`src/verilog/vscd_pkg.sv`:
```
// Constants, register map and types of the link status monitor
package vscd_pkg;
    localparam int unsigned CLK_PERIOD_NS = 10;
    // Clock presence window and threshold
    localparam int unsigned DETECT_SET_MAX_NS = 10000;
    localparam int unsigned DETECT_WINDOW_CYC = DETECT_SET_MAX_NS / (3 * CLK_PERIOD_NS);
    localparam int unsigned DETECT_MIN_EDGES = 8;
    localparam int unsigned DETECT_EDGE_MAX = 63;
    // Output clock stop after link clock stops
    localparam int unsigned OUTCLK_STOP_MAX_NS = 100;
    localparam int unsigned OUTCLK_STOP_CYC = OUTCLK_STOP_MAX_NS / CLK_PERIOD_NS;
    localparam int unsigned LINK_IDLE_CYC = OUTCLK_STOP_CYC - 5;
    // Data-enable timing, in link clock cycles
    localparam int unsigned DE_HIGH_CYC = 4096;
    localparam int unsigned DE_LOW_CYC = 1000000;
    localparam int unsigned DE_EDGES_SET = 4;
    localparam int unsigned DE_RUN_MAX = 1048575;
    // Register byte offsets
    localparam logic [7:0] ADDR_CTRL = 8'h00;
    localparam logic [7:0] ADDR_STATUS = 8'h04;
    localparam logic [7:0] ADDR_INT_STATUS = 8'h08;
    localparam logic [7:0] ADDR_INT_MASK = 8'h0c;
    // Control bits
    localparam int unsigned CTRL_SOFT_RESET = 0;
    localparam int unsigned CTRL_POWER_DOWN = 1;
    localparam int unsigned CTRL_DUAL_EDGE = 2;
    localparam int unsigned CTRL_CLK_INVERT = 3;
    localparam logic [3:0] CTRL_RST = 4'h0;
    // Status bits
    localparam int unsigned STAT_CLOCK_DETECT = 0;
    localparam int unsigned STAT_SYNC_DETECT = 1;
    // Interrupt bits, and the data half width of dual-edge launch
    localparam int unsigned INT_CLOCK_RISE = 0;
    localparam int unsigned INT_CLOCK_FALL = 1;
    localparam int unsigned INT_SYNC_RISE = 2;
    localparam int unsigned INT_SYNC_FALL = 3;
    localparam logic [3:0] INT_RST = 4'h0;
    localparam int unsigned HALF_WIDTH = 18;

    typedef enum logic [1:0] {
        SD_IDLE,
        SD_ACQUIRE,
        SD_LOCKED
    } vscd_sync_state_t;
endpackage

```
`src/verilog/vscd_sync2.sv`:
```
// Two flip-flop synchroniser for asynchronous levels
`timescale 1ns/1ns
module vscd_sync2 #(
    parameter int unsigned WIDTH = 1
) (
    input wire logic clk,
    input wire logic rst_n,
    input wire logic [WIDTH-1:0] async_in,
    output logic [WIDTH-1:0] sync_out
);
    logic [WIDTH-1:0] stage1;

    always_ff @(posedge clk or negedge rst_n)
    begin
        if (!rst_n)
        begin
            stage1 <= '0;
            sync_out <= '0;
        end
        else
        begin
            stage1 <= async_in;
            sync_out <= stage1;
        end
    end
endmodule

```
`src/verilog/vscd_top.sv`:
```
// Link status monitor: clock and sync detection, interrupt, output clock and launch
//
// Overview of operation
// RL1: Sync-detect clears after data-enable stays high about 4096 pixel clocks.
// RL2: Sync-detect clears after data-enable stays low about one million pixel clocks.
// RL3: Sync-detect sets after clock detect plus at least four data-enable edges.
// RL4: Data-enable stuck high with running link clock drops sync-detect.
// RL5: Clock-detect clears within 100 us of the link clock stopping.
// RL6: Clock-detect sets within 10 us of the link clock starting.
// RL7: Both flags readable; sync-detect only with clock-detect, falls with it.
// RL8: Enabled flag set or clear changes the interrupt within 100 us.
// RL9: In power-down the interrupt follows the sync-detect state.
// RL10: Pixel output clock stops within 100 ns of link clock stopping.
// RL11: Pixel output clock runs within 10 ms; sync-detect marks stable timing.
// RL12: Host pulses the soft reset bit within 100 ms after sync-detect rises.
// RL13: Host holds hardware reset low the minimum time before register access.
// RL14: Minimum valid hardware reset low time is 50 us.
// RL15: Single-edge modes launch on one edge; invert bit picks the other edge.
// RL16: Dual-edge modes launch data halves on both output clock edges.
// RL17: Clock presence is an edge count over a fixed reference window.
`timescale 1ns/1ns
module vscd_top #(
    parameter int unsigned DE_LOW_CYC = vscd_pkg::DE_LOW_CYC
) (
    input wire logic clk,
    input wire logic rst_n,
    input wire logic [7:0] wb_adr_i,
    input wire logic [31:0] wb_dat_i,
    input wire logic [3:0] wb_sel_i,
    input wire logic wb_we_i,
    input wire logic wb_cyc_i,
    input wire logic wb_stb_i,
    output logic wb_ack_o,
    output logic [31:0] wb_dat_o,
    input wire logic link_input_clock,
    input wire logic link_de,
    input wire logic [35:0] pixel_data_in,
    input wire logic [2:0] pixel_sync_in,
    output logic pixel_output_clock,
    output logic [35:0] pixel_data_out,
    output logic [2:0] pixel_sync_out,
    output logic irq
);
    logic [1:0] link_sync;
    logic lc_s;
    logic de_s;
    logic lc_d;
    logic link_rise;
    logic link_fall;
    logic [2:0] idle_cnt;
    logic link_active;
    logic [8:0] win_cnt;
    logic win_end;
    logic [5:0] edge_cnt;
    logic clock_detect_flag;
    logic clock_detect_d;
    logic de_prev;
    logic de_edge;
    logic [19:0] de_run;
    logic de_high_timeout;
    logic de_low_timeout;
    logic [2:0] de_edges;
    vscd_pkg::vscd_sync_state_t sync_state;
    logic sync_detect_flag;
    logic sync_detect_d;
    logic [3:0] ctrl;
    logic [3:0] int_status;
    logic [3:0] int_mask;
    logic [3:0] int_events;
    logic soft_reset_bit;
    logic power_down;
    logic dual_edge_mode;
    logic output_clock_invert;
    logic launch;
    logic wb_req;
    logic wb_wr;

    function automatic logic cnt_done(input logic [19:0] cnt, input int unsigned limit);
        cnt_done = (cnt == 20'(limit - 1));
    endfunction

    assign soft_reset_bit = ctrl[vscd_pkg::CTRL_SOFT_RESET];
    assign power_down = ctrl[vscd_pkg::CTRL_POWER_DOWN];
    assign dual_edge_mode = ctrl[vscd_pkg::CTRL_DUAL_EDGE];
    assign output_clock_invert = ctrl[vscd_pkg::CTRL_CLK_INVERT];

    vscd_sync2 #(
        .WIDTH(2)
    ) u_link_sync (
        .clk(clk),
        .rst_n(rst_n),
        .async_in({link_de, link_input_clock}),
        .sync_out(link_sync)
    );

    assign lc_s = link_sync[0];
    assign de_s = link_sync[1];
    assign link_rise = lc_s & ~lc_d;
    assign link_fall = ~lc_s & lc_d;

    // Link clock edge finder and idle timer
    always_ff @(posedge clk or negedge rst_n)
    begin
        if (!rst_n)
        begin
            lc_d <= 1'b0;
            idle_cnt <= '0;
        end
        else
        begin
            lc_d <= lc_s;
            if (lc_s != lc_d)
                idle_cnt <= '0;
            else if (idle_cnt != 3'(vscd_pkg::LINK_IDLE_CYC))
                idle_cnt <= idle_cnt + 3'd1;
        end
    end

    assign link_active = (idle_cnt != 3'(vscd_pkg::LINK_IDLE_CYC));

    // Gated copy of the link clock
    always_ff @(posedge clk or negedge rst_n)
    begin
        if (!rst_n)
            pixel_output_clock <= 1'b0;
        else
            pixel_output_clock <= link_active & lc_s; // [RL10] [RL11]
    end

    // Edge count over a fixed reference window
    assign win_end = (win_cnt == 9'(vscd_pkg::DETECT_WINDOW_CYC - 1));

    always_ff @(posedge clk or negedge rst_n)
    begin
        if (!rst_n)
        begin
            win_cnt <= '0;
            edge_cnt <= '0;
            clock_detect_flag <= 1'b0;
        end
        else if (soft_reset_bit)
        begin
            win_cnt <= '0;
            edge_cnt <= '0;
            clock_detect_flag <= 1'b0;
        end
        else if (win_end)
        begin
            win_cnt <= '0;
            edge_cnt <= '0;
            clock_detect_flag <= (edge_cnt >= 6'(vscd_pkg::DETECT_MIN_EDGES)); // [RL5] [RL6] [RL17]
        end
        else
        begin
            win_cnt <= win_cnt + 9'd1;
            if (link_rise && edge_cnt != 6'(vscd_pkg::DETECT_EDGE_MAX))
                edge_cnt <= edge_cnt + 6'd1;
        end
    end

    // Data-enable run length, in link clock cycles
    assign de_edge = link_rise & (de_s != de_prev);
    assign de_high_timeout = link_rise & de_s & de_prev & cnt_done(de_run, vscd_pkg::DE_HIGH_CYC);
    assign de_low_timeout = link_rise & ~de_s & ~de_prev & cnt_done(de_run, DE_LOW_CYC);

    always_ff @(posedge clk or negedge rst_n)
    begin
        if (!rst_n)
        begin
            de_prev <= 1'b0;
            de_run <= '0;
        end
        else if (soft_reset_bit)
        begin
            de_prev <= 1'b0;
            de_run <= '0;
        end
        else if (link_rise)
        begin
            de_prev <= de_s;
            if (de_s != de_prev)
                de_run <= '0;
            else if (de_run != 20'(vscd_pkg::DE_RUN_MAX))
                de_run <= de_run + 20'd1;
        end
    end

    // Sync detection sequence
    always_ff @(posedge clk or negedge rst_n)
    begin
        if (!rst_n)
        begin
            sync_state <= vscd_pkg::SD_IDLE;
            de_edges <= '0;
        end
        else if (soft_reset_bit || !clock_detect_flag)
        begin
            sync_state <= vscd_pkg::SD_IDLE; // [RL7]
            de_edges <= '0;
        end
        else
        begin
            case (sync_state)
                vscd_pkg::SD_IDLE:
                begin
                    sync_state <= vscd_pkg::SD_ACQUIRE;
                    de_edges <= '0;
                end
                vscd_pkg::SD_ACQUIRE:
                begin
                    if (de_edge)
                    begin
                        de_edges <= de_edges + 3'd1;
                        if (de_edges == 3'(vscd_pkg::DE_EDGES_SET - 1))
                            sync_state <= vscd_pkg::SD_LOCKED; // [RL3]
                    end
                end
                vscd_pkg::SD_LOCKED:
                begin
                    if (de_high_timeout || de_low_timeout)
                    begin
                        sync_state <= vscd_pkg::SD_ACQUIRE; // [RL1] [RL2] [RL4]
                        de_edges <= '0;
                    end
                end
                default:
                begin
                    sync_state <= vscd_pkg::SD_IDLE;
                    de_edges <= '0;
                end
            endcase
        end
    end

    // Gated by clock detect so both flags fall in the same cycle
    assign sync_detect_flag = (sync_state == vscd_pkg::SD_LOCKED) & clock_detect_flag; // [RL7]

    // Flag change events
    always_ff @(posedge clk or negedge rst_n)
    begin
        if (!rst_n)
        begin
            clock_detect_d <= 1'b0;
            sync_detect_d <= 1'b0;
        end
        else
        begin
            clock_detect_d <= clock_detect_flag;
            sync_detect_d <= sync_detect_flag;
        end
    end

    always_comb
    begin
        int_events = '0;
        int_events[vscd_pkg::INT_CLOCK_RISE] = clock_detect_flag & ~clock_detect_d;
        int_events[vscd_pkg::INT_CLOCK_FALL] = ~clock_detect_flag & clock_detect_d;
        int_events[vscd_pkg::INT_SYNC_RISE] = sync_detect_flag & ~sync_detect_d;
        int_events[vscd_pkg::INT_SYNC_FALL] = ~sync_detect_flag & sync_detect_d;
    end

    // Wishbone slave, one wait state
    assign wb_req = wb_cyc_i & wb_stb_i & ~wb_ack_o;
    assign wb_wr = wb_req & wb_we_i & wb_sel_i[0];

    always_ff @(posedge clk or negedge rst_n)
    begin
        if (!rst_n)
        begin
            wb_ack_o <= 1'b0;
            wb_dat_o <= 32'h0000_0000;
        end
        else
        begin
            wb_ack_o <= wb_req;
            wb_dat_o <= 32'h0000_0000;
            if (wb_req && !wb_we_i)
            begin
                case (wb_adr_i)
                    vscd_pkg::ADDR_CTRL: wb_dat_o <= {28'h000_0000, ctrl};
                    vscd_pkg::ADDR_STATUS: wb_dat_o <= {30'h0000_0000, sync_detect_flag, clock_detect_flag}; // [RL7]
                    vscd_pkg::ADDR_INT_STATUS: wb_dat_o <= {28'h000_0000, int_status};
                    vscd_pkg::ADDR_INT_MASK: wb_dat_o <= {28'h000_0000, int_mask};
                    default: wb_dat_o <= 32'h0000_0000;
                endcase
            end
        end
    end

    always_ff @(posedge clk or negedge rst_n)
    begin
        if (!rst_n)
            ctrl <= vscd_pkg::CTRL_RST;
        else if (wb_wr && wb_adr_i == vscd_pkg::ADDR_CTRL)
            ctrl <= wb_dat_i[3:0]; // [RL12]
    end

    always_ff @(posedge clk or negedge rst_n)
    begin
        if (!rst_n)
            int_mask <= vscd_pkg::INT_RST;
        else if (wb_wr && wb_adr_i == vscd_pkg::ADDR_INT_MASK)
            int_mask <= wb_dat_i[3:0];
    end

    // Sticky status, set wins over write-one-to-clear
    always_ff @(posedge clk or negedge rst_n)
    begin
        if (!rst_n)
            int_status <= vscd_pkg::INT_RST;
        else if (wb_wr && wb_adr_i == vscd_pkg::ADDR_INT_STATUS)
            int_status <= (int_status & ~wb_dat_i[3:0]) | int_events;
        else
            int_status <= int_status | int_events;
    end

    always_ff @(posedge clk or negedge rst_n)
    begin
        if (!rst_n)
            irq <= 1'b0;
        else if (power_down)
            irq <= sync_detect_flag; // [RL9]
        else
            irq <= |(int_status & int_mask); // [RL8]
    end

    // Pixel launch on the selected output clock edges
    assign launch = link_active & (dual_edge_mode ? (link_rise | link_fall)
                                                  : (output_clock_invert ? link_fall : link_rise));

    always_ff @(posedge clk or negedge rst_n)
    begin
        if (!rst_n)
        begin
            pixel_data_out <= '0;
            pixel_sync_out <= '0;
        end
        else if (launch)
        begin
            pixel_sync_out <= pixel_sync_in;
            if (!dual_edge_mode)
                pixel_data_out <= pixel_data_in; // [RL15]
            else if (link_rise)
                pixel_data_out <= {18'h0_0000, pixel_data_in[vscd_pkg::HALF_WIDTH-1:0]}; // [RL16]
            else
                pixel_data_out <= {18'h0_0000, pixel_data_in[35:vscd_pkg::HALF_WIDTH]}; // [RL16]
        end
    end
endmodule

```
`config.mk`:
```
export PLATFORM = sky130hd
export DESIGN_NAME = vscd_top
export DESIGN_NICKNAME = d
export VERILOG_FILES = /design/src/verilog/vscd_pkg.sv /design/src/verilog/vscd_sync2.sv /design/src/verilog/vscd_top.sv
export SDC_FILE = /design/constraint.sdc
export NUM_CORES = 1
export LEC_CHECK = 0
export ABC_AREA = 1
export BUFFER_PORTS_ARGS = -buffer_cell sky130_fd_sc_hd__buf_2
export CORE_MARGIN = 1.5
export CORE_UTILIZATION = 45
export CTS_CLUSTER_SIZE = 16
export DETAILED_ROUTE_END_ITERATION = 16
export GPL_ROUTABILITY_DRIVEN = 0
export GPL_TIMING_DRIVEN = 0
export HOLD_SLACK_MARGIN = 0.08
export PLACE_DENSITY = 0.76
export SYNTH_ARGS = -nofsm -noshare
export SYNTH_HDL_FRONTEND = slang
export SYNTH_SLANG_ARGS = --single-unit
```
`constraint.sdc`:
```
create_clock -name clk -period 1.74 [get_ports clk]
set_clock_uncertainty 0.1 [all_clocks]
set_input_delay 0.348 -clock clk [delete_from_list [all_inputs] [get_ports clk]]
set_output_delay 0.348 -clock clk [all_outputs]
set_load 0.1 [all_outputs]
```
Word-level counts from Yosys, hierarchy flattened
Index checks and enable logic that the tools add are counted.
{"block": "word_totals", "reg_bits": 138, "input_bits": 90, "wordCells": 132, "out_inout_bits": 74}
{"block": "classes", "n_addsub": 5, "eq_ne": 17, "n_bitwise": 35, "n_lt_le_gt_ge": 1, "n_mux": 32, "n_reduce_logical": 20}
{"cell": "20-bit two-way mux", "count": 4}
{"cell": "36-bit two-way mux", "count": 1}
{"cell": "20-bit by 1-bit adder with 20-bit output, second input constant", "count": 1}
{"cell": "1-bit AND", "count": 20}
{"cell": "20-bit by 12-bit == test with 1-bit output, second input constant", "count": 1}
{"cell": "20-bit == test, second input constant", "count": 1}
{"cell": "20-bit inequality test, second input constant", "count": 1}
{"cell": "18-bit two-way mux", "count": 1}
{"cell": "6-bit two-way mux", "count": 3}
{"cell": "9-bit two-way mux", "count": 2}
{"cell": "8-bit by 4-bit == test with 1-bit output, second input constant", "count": 2}
{"cell": "4-bit case mux with 4 select lines", "count": 1}
{"cell": "3-bit two-way mux", "count": 5}
{"cell": "3-bit inequality test, second input constant", "count": 4}
{"cell": "9-bit by 1-bit adder with 9-bit output, second input constant", "count": 1}
{"cell": "9-bit == test, second input constant", "count": 1}
{"cell": "1-bit inverter", "count": 9}
{"cell": "4-bit AND", "count": 2}
{"cell": "8-bit by 3-bit == test with 1-bit output, second input constant", "count": 1}
{"cell": "8-bit zero test", "count": 1}
{"cell": "2-bit two-way mux", "count": 4}
{"cell": "4-bit two-way mux", "count": 2}
{"cell": "4-bit bitwise OR", "count": 2}
{"cell": "1-bit two-way mux", "count": 7}
{"cell": "other kinds (21)", "count": 33}

Logic depth before layout (Yosys ltp)
Gate-level depths: netlist of run 1.
{"block": "logic_depth", "word_depth": 9, "depth_mapped": 11, "depth_no_buf": 10}

Cells and area by module
From an unflattened synthesis of run 1, not the netlist that was laid out.
{"block": "unflattened", "hier_cells": 718, "area_unflattened_um2": 5664.2}
{"module": "vscd_top", "area_each_um2": 5564.1, "seq_area_each_um2": 2652.5, "n_inst": 1, "cells_per_inst": 714}
{"module": "vscd_sync2", "area_each_um2": 100.1, "seq_area_each_um2": 100.1, "n_inst": 1, "cells_per_inst": 4}

Least setup slack after synthesis of run 1
Ideal clock, no wire load.
{"block": "synth_path", "path_type": "reg-to-reg", "startpoint": "reg wb_ack_o", "endpoint": "reg ctrl[0]", "required_time_ns": 1.513, "n_path_buf": 0, "period_less_slack_ns": 1.735, "arrival_time_ns": 1.508, "setup_slack_ns": 0.005, "path_stages_with_launch": 5, "setup_ns": 0.127, "cell_sequence": "dfrtp_1 > nor2_1 > and3_1 > nand2_1 > o21ai_0"}
{"block": "synth_between", "elab_chain_len": 5}
{"item": "start, declared", "line_no": "vscd_top.sv:33", "source": "output logic wb_ack_o,"}
{"item": "start signal, assigned", "line_no": "vscd_top.sv:275", "source": "wb_ack_o <= wb_req;"}
{"item": "1-bit inverter", "line_no": "vscd_top.sv:263", "source": "assign wb_req = wb_cyc_i & wb_stb_i & ~wb_ack_o;"}
{"item": "1-bit AND", "line_no": "vscd_top.sv:263"}
{"item": "named net wb_req", "line_no": "vscd_top.sv:75", "source": "logic wb_req;"}
{"item": "1-bit AND (2 in series)", "line_no": "vscd_top.sv:264", "source": "assign wb_wr = wb_req & wb_we_i & wb_sel_i[0];"}
{"item": "1-bit logical AND", "line_no": "vscd_top.sv:294", "source": "else if (wb_wr && wb_adr_i == vscd_pkg::ADDR_CTRL)"}
{"item": "end signal, assigned", "line_no": "vscd_top.sv:293", "source": "ctrl <= vscd_pkg::CTRL_RST;"}
{"item": "end signal, assigned", "line_no": "vscd_top.sv:295", "source": "ctrl <= wb_dat_i[3:0];"}
{"item": "end, declared", "line_no": "vscd_top.sv:66", "source": "logic [3:0] ctrl;"}
The timed path passes the listed nets, and every way through them passes these cells.
A chain may end at the register's enable or synchronous reset.

Final worst setup path of run 1
{"block": "layout_path", "startpoint": "reg u_link_sync.sync_out[0]", "endpoint": "reg pixel_data_out[6]"}
{"block": "layout_between", "elab_chain_len": 5, "word_cells_on_any_way": 9, "cone_classes": "mux (4); bitwise (5)"}
{"item": "start, declared", "line_no": "vscd_sync2.sv:9", "source": "output logic [WIDTH-1:0] sync_out"}
{"item": "start signal, assigned", "line_no": "vscd_sync2.sv:23", "source": "sync_out <= stage1;"}
{"item": "1-bit inverter", "line_no": "vscd_top.sv:99", "source": "assign link_fall = ~lc_s & lc_d;"}
{"item": "1-bit AND", "line_no": "vscd_top.sv:99"}
{"item": "1-bit two-way mux or 1-bit bitwise OR (tied branches)", "line_no": "vscd_top.sv:329, vscd_top.sv:328"}
{"item": "1-bit two-way mux", "line_no": "vscd_top.sv:328", "source": "assign launch = link_active & (dual_edge_mode ? (link_rise | link_fall)"}
{"item": "1-bit AND", "line_no": "vscd_top.sv:328"}
{"item": "end signal, assigned", "line_no": "vscd_top.sv:342", "source": "pixel_data_out <= pixel_data_in;"}
{"item": "end signal, assigned", "line_no": "vscd_top.sv:344", "source": "pixel_data_out <= {18'h0_0000, pixel_data_in[vscd_pkg::HALF_WIDTH-1:0]};"}
{"item": "end signal, assigned", "line_no": "vscd_top.sv:346", "source": "pixel_data_out <= {18'h0_0000, pixel_data_in[35:vscd_pkg::HALF_WIDTH]};"}
{"item": "end, declared", "line_no": "vscd_top.sv:40", "source": "output logic [35:0] pixel_data_out,"}
Several ways; a longest one is shown, not always the timed one.

==> results.yml, run 1 <==
status:
  status: "complete, but fails checks"
  violations: "setup timing"
power:
  switchingPower_mw: 3.38
  vdd.ir_drop.worst_mv: 0.488
  p_per_area_nw_per_um2: 1100
  p_leak_nw: 3.72
  pwr-share-seq: 0.392
  combPwrFrac: 0.346
  total_power_mw: 8.15
  clkPwrFrac: 0.262
  internal_power_mw: 4.77
  switching_share: 0.415
drt:
  wirelength_microns: 13600
  route.detailed.drc: 0
  first_pass_iters: 5
  drt_iter0_drc: 419
  viasPerCell: 4.95
  drt-wirelength-per-cell_microns: 12.9
  vias: 5196
  antenna_left: 0
place:
  dp_cells: 1014
  io_buffers: 104
  placed_area_sq_um: 6560
  hpwlAfterDp_microns: 9270
clock_tree:
  cts.htree.levels: 3
  clockBufferDepth: 2
  clk_pin_slew_worst_paths_ns: 0.07
  root_buffer: "clkbuf_16"
  cts_made_buffers: 9
  cts_tree: "yes"
  cts_num_sinks: 110
  clk_latency_ns: 0.35
synthesis:
  synth.distinct_cells: 40
  synth_common_cells: "nand2_1, dfrtp_1, nor2_1"
  yosys-top-cells-area: "dfrtp_1, nand2_1, nor2_1"
  synthesis.area_sq_um: 5700
  synth_top_cell_by_area: "dfrtp_1"
  synth-edff-count: 0
  netlist.area_leader.share: 0.483
  synth_cells: 714
  yosys_warnings: 0
  synth_most_common_cell: "nand2_1"
  yosys_most_used_dff: "dfrtp_1"
  ys_seq_area_frac: 0.483
  synthArstFlopShare: 1.00
  synth_area_per_cell_sq_um: 7.98
  ys_seq_elements: 110
sta:
  drv_slew: 0
  period_needed_ns: 1.76
  slew_headroom: 0.531
  max_freq_ghz: 0.567
  hold_violations: 0
  fin_crit_sh: 1.01
  finalSetupViolCount: 2
  rsz0062_at_grt: "true"
  setup_tns_ns: -0.0248
  worst_pin_slew_ns: 0.704
  setup_ws_ns: -0.0240
worst_setup_path:
  critPathKind: "reg -> reg"
  critPathCaptureType: "register"
  crit_cells: 10
  critPathCapture: "pixel_data_out[6]"
  cp_slowest_cell: "dfrtp_2"
  reg2reg_depth: 10
  crit_required_ns: 1.88
  worstPathCellList: "inv_2 -> ha_4 -> inv_2 -> o21ai_2 -> inv_1 -> nand2_4 -> inv_6 -> buf_8 -> nor2_1 -> a31oi_4"
  crit_buf_inv: 5
  ff2ff_setup_slack_ns: -0.02
  crit_path_frequent_cell: "inv_2"
  crit_fanout: 6
  start_kind: "register"
  critical_path.max_stage_delay_ns: 0.42
  cp-startpoint: "u_link_sync.sync_out[0]"
  r2r_start: "u_link_sync.sync_out[0]"
  cp_top_family: "flip-flops"
  r2r-end: "pixel_data_out[6]"
  worstPathArrival_ns: 1.90
floorplan:
  die_area_sq_um: 13400
  start_util: 0.469
  coreArea_sq_um: 12200
  boundaryPins: 164
  dieWidth_microns: 116
  die_h_microns: 116
  rows: 40
finish:
  finalNetCount: 977
  fin_cells: 1049
  syn_to_final_growth_pct: 30.3
  fin_util: 0.611
  n_antenna_cell: 0
  fillers: 1035
  final_area_sq_um: 7430
  drive_gt1_frac: 0.308
worst_hold_path:
  hp-start: "pixel_sync_in[0]"
  holdCritPathClass: "in -> reg"
grt:
  grt_pass1_vias: 4650
  track_usage: 0.200
  grt.overflow.total: 0
  grt_max_degree: 59
  antenna_found_initial: 0
  grt_pass1_wl_microns: 21300
job:
  cap_violations: 0
==> cell usage in the layout (no fill, tap or decap), types with 8 or more instances in the layout <==
cell       netlist  layout
dfrtp_1        110     104
nand3_1         55      53
nor2_4           4       8
o21ai_0         38      20
inv_1           75      70
nor3_1          15      12
nand2_2          7      23
o21ai_1          9      17
ha_1            11       8
conb_1           1      28
buf_2           10     108
o21ai_2          4      14
a21oi_1         13      12
nor2_1          76      70
buf_4           31      45
nand4_1         13      13
nand2_1        186     163
clkbuf_16        0      10
nand2_4          2       9
a31oi_1         18      13
==> registers in the layout (all words and copies together) (netlist names), 2 cells and up <==
| name | cells |
|---|---|
| pixel_sync_out | 3 |
| int_mask | 4 |
| idle_cnt | 3 |
| wb_dat_o | 4 |
| edge_cnt | 6 |
| int_status | 4 |
| de_edges | 3 |
| sync_state | 2 |
| win_cnt | 9 |
| pixel_data_out | 36 |
| u_link_sync.stage1 | 2 |
| ctrl | 4 |
| u_link_sync.sync_out | 2 |
| de_run | 20 |
==> per-stage QoR <==
stage / setup slack [ns] / hold slack (ns)
2_1_floorplan: 0.00539 / -0.0476
3_3_place_gp: -1.05 / 0.233
3_5_place_dp: -0.320 / 0.237
4_1_cts: 0.000454 / 0.0822
5_1_grt: -0.0906 / 0.0918
6_report: -0.0240 / 0.0870
==> tightest hold or removal path: stages <==
cell and delay (ns):
buf_2 0.07, nand2_1 0.04, nand2_1 0.05
==> layer usage <==
layer	vias up	global-route usage	part of all wire
met4	0	0.0494	0.016
li1	2575	-	-
met1	2407	0.257	0.44
met5	-	0	0
met3	28	0.0492	0.066
met2	186	0.342	0.48
==> kinds of logic (layout without fill, tap and decap cells) <==
logic type / count (synthesis) / in the layout / share of synthesized area
other cells: 1 / 28 / 0.000658
flops: 110 / 110 / 0.483
buf+inv: 125 / 265 / 0.109
compound gates: 92 / 92 / 0.0944
fa+ha+maj: 11 / 11 / 0.0241
simple gates: 370 / 370 / 0.281
xor+xnor: 5 / 5 / 0.00768
==> worst min path at each step <==
stage,cells after the start,slack (ns),to
global route,3,0.09,pixel_sync_out[0]
floorplan,0,-0.05,clock_detect_d
global placement,0,0.23,u_link_sync.sync_out[1]
detailed placement,0,0.24,u_link_sync.sync_out[1]
finish,3,0.09,pixel_sync_out[0]
CTS,3,0.08,pixel_sync_out[0]
==> layout make-up <==
class,count,area (sq um),share of cell area
Multi-Input combinational cell,506,2730,0.368
Clock inverter,4,52.6,0.00707
Buffer,47,379,0.0510
Timing Repair Buffer,125,737,0.0992
Sequential cell,110,2760,0.372
Inverter,77,299,0.0403
Clock buffer,12,256,0.0345
Tap cell,168,210,0.0283
==> what timing repair did <==
action / CTS / global route
hold buffers: 3 / 0
pin swaps: 13 / 9
gates resized for setup: 28 / 97
buffers inserted: 8 / 5
gates cloned: 2 / 2
endpoints found under the hold margin: 54 / 0
setup endpoints to repair: 66 / 69
==> power groups by stage <==
stage / registers, mW / clock network, mW / logic [mW]
2_1_floorplan: 4.30 / 0 / 1.02
3_3_place_gp: 3.19 / 0 / 2.58
3_5_place_dp: 3.20 / 0 / 2.61
4_1_cts: 3.17 / 2.19 / 2.66
5_1_grt: 3.24 / 2.30 / 3.02
6_report: 3.20 / 2.14 / 2.82
No activity file was read; power rests on OpenSTA's default activity.
==> inputs of run 2 (changes only) <==
--- a/config.mk
+++ b/config.mk
@@ -7,7 +7,6 @@
 export LEC_CHECK = 0
 export ABC_AREA = 1
 export BUFFER_PORTS_ARGS = -buffer_cell sky130_fd_sc_hd__buf_2
-export CORE_MARGIN = 1.5
 export CORE_UTILIZATION = 45
 export CTS_CLUSTER_SIZE = 16
 export DETAILED_ROUTE_END_ITERATION = 16
==> results.yml, run 2 (synthesized netlist as in run 1, its figures left out) <==
status:
  status: "complete, but fails checks"
  violations: "setup timing"
grt:
  grt.overflow.total: 0
  grt_max_degree: 59
  track_usage: 0.212
  antenna_found_initial: 0
  grt_pass1_wl_microns: 21700
  grt_pass1_vias: 4789
drt:
  drt_iter0_drc: 325
  route.detailed.drc: 0
  viasPerCell: 4.84
  vias: 5175
  drt-wirelength-per-cell_microns: 12.9
  antenna_left: 0
  wirelength_microns: 13800
  first_pass_iters: 8
clock_tree:
  cts_num_sinks: 110
  clk_latency_ns: 0.36
  cts.htree.levels: 3
  clockBufferDepth: 2
  clk_pin_slew_worst_paths_ns: 0.07
  cts_tree: "yes"
  root_buffer: "clkbuf_16"
  cts_made_buffers: 9
power:
  pwr-share-seq: 0.394
  p_leak_nw: 3.82
  combPwrFrac: 0.350
  switchingPower_mw: 3.34
  clkPwrFrac: 0.256
  internal_power_mw: 4.70
  total_power_mw: 8.05
  switching_share: 0.415
  vdd.ir_drop.worst_mv: 0.547
  p_per_area_nw_per_um2: 1070
floorplan:
  die_area_sq_um: 13100
  rows: 40
  dieWidth_microns: 115
  die_h_microns: 115
  start_util: 0.469
  boundaryPins: 164
  coreArea_sq_um: 12200
worst_setup_path:
  crit_fanout: 6
  worstPathArrival_ns: 1.97
  critPathKind: "reg -> reg"
  critPathCaptureType: "register"
  crit_required_ns: 1.88
  start_kind: "register"
sta:
  hold_violations: 0
  period_needed_ns: 1.83
  setup_ws_ns: -0.0881
  fin_crit_sh: 1.05
  worst_pin_slew_ns: 0.754
  drv_slew: 0
  max_freq_ghz: 0.547
  finalSetupViolCount: 43
  rsz0062_at_grt: "true"
  slew_headroom: 0.497
finish:
  reg_top3: "pixel_data_out x36, de_run x20, win_cnt x9"
  fin_cells: 1070
  final_cell_mix: "nand2_1, buf_2, dfrtp_1"
  drive_gt1_frac: 0.296
  largest_reg_flops: 36
  syn_to_final_growth_pct: 32.0
  top_register: "pixel_data_out"
  final_common_cell: "nand2_1"
  fin_util: 0.619
  finalNetCount: 999
  n_antenna_cell: 0
place:
  hpwlAfterDp_microns: 9360
  io_buffers: 104
  dp_cells: 1014
job:
  cap_violations: 0
worst_hold_path:
  holdCritPathClass: "in -> reg"
run 2: path summary, 6_finish.rpt:
kind,from,end,slack (ns),depth (start not counted)
max,lc_d,pixel_data_out[5],-0.09,9
min,pixel_sync_in[2],pixel_sync_out[2],0.09,3
max reg2reg,lc_d,pixel_data_out[5],-0.09,9
min reg2reg,u_link_sync.stage1[1],u_link_sync.sync_out[1],0.26,0
max in group asynchronous,rst_n,u_link_sync.sync_out[0],0.31,3
min in group asynchronous,rst_n,pixel_data_out[24],0.50,2
run 2: cell type report:
cell class / instances / area [sq um]
fillers: 1041 / 4640
flip-flops and latches: 110 / 2760
multi-input cells: 506 / 2620
repair buffers: 147 / 961
plain buffers: 47 / 392
inverters: 77 / 295
clock buffers: 11 / 233
well taps: 168 / 210
clock inverters: 4 / 55.1
run 2: metal layers:
metal / wire length [microns] / GRT usage / up-vias
met4: 271 / 0.0745 / 0
met2: 6770 / 0.361 / 177
met3: 820 / 0.0524 / 21
met1: 5930 / 0.261 / 2369
li1: - / - / 2608
met5: 0 / 0 / -
run 2: power by group through the flow:
stage | combinational, mW | clock [mW] | sequential [mW]
final | 2.82 | 2.06 | 3.17
after global routing | 3.03 | 2.20 | 3.22
after CTS | 2.76 | 2.11 | 3.17
after detailed placement | 2.63 | 0 | 3.20
after global placement | 2.57 | 0 | 3.19
after floorplan | 1.02 | 0 | 4.30
run 2: through the flow:
stage | TNS [ns] | instance area [sq um] | hold WS (ns) | setup WS, ns
after CTS | -0.635 | 7260 | 0.0868 | -0.0694
after detailed placement | -11.70 | 6560 | 0.236 | -0.304
after floorplan | 0 | 5800 | -0.0476 | 0.00539
final | -1.14 | 7520 | 0.0940 | -0.0881
after global routing | -6.68 | 7520 | 0.0977 | -0.186
after global placement | -125.56 | 6530 | 0.233 | -1.06
run 2: critical path, cell delays in order (launching register included):
cell	delay, ns
dfrtp_1	0.40
inv_2	0.07
ha_4	0.14
clkinvlp_4	0.16
o211ai_1	0.23
nand2_2	0.14
inv_4	0.12
buf_6	0.13
buf_6	0.13
a31oi_4	0.08
run 2: timing repair:
action,4_1_cts,5_1_grt
hold buffers,4,0
gates resized for setup,60,44
setup buffers,16,15
gates cloned,6,1
hold endpoints to repair,60,0
pin swaps,10,16
endpoints found under the setup margin,67,64
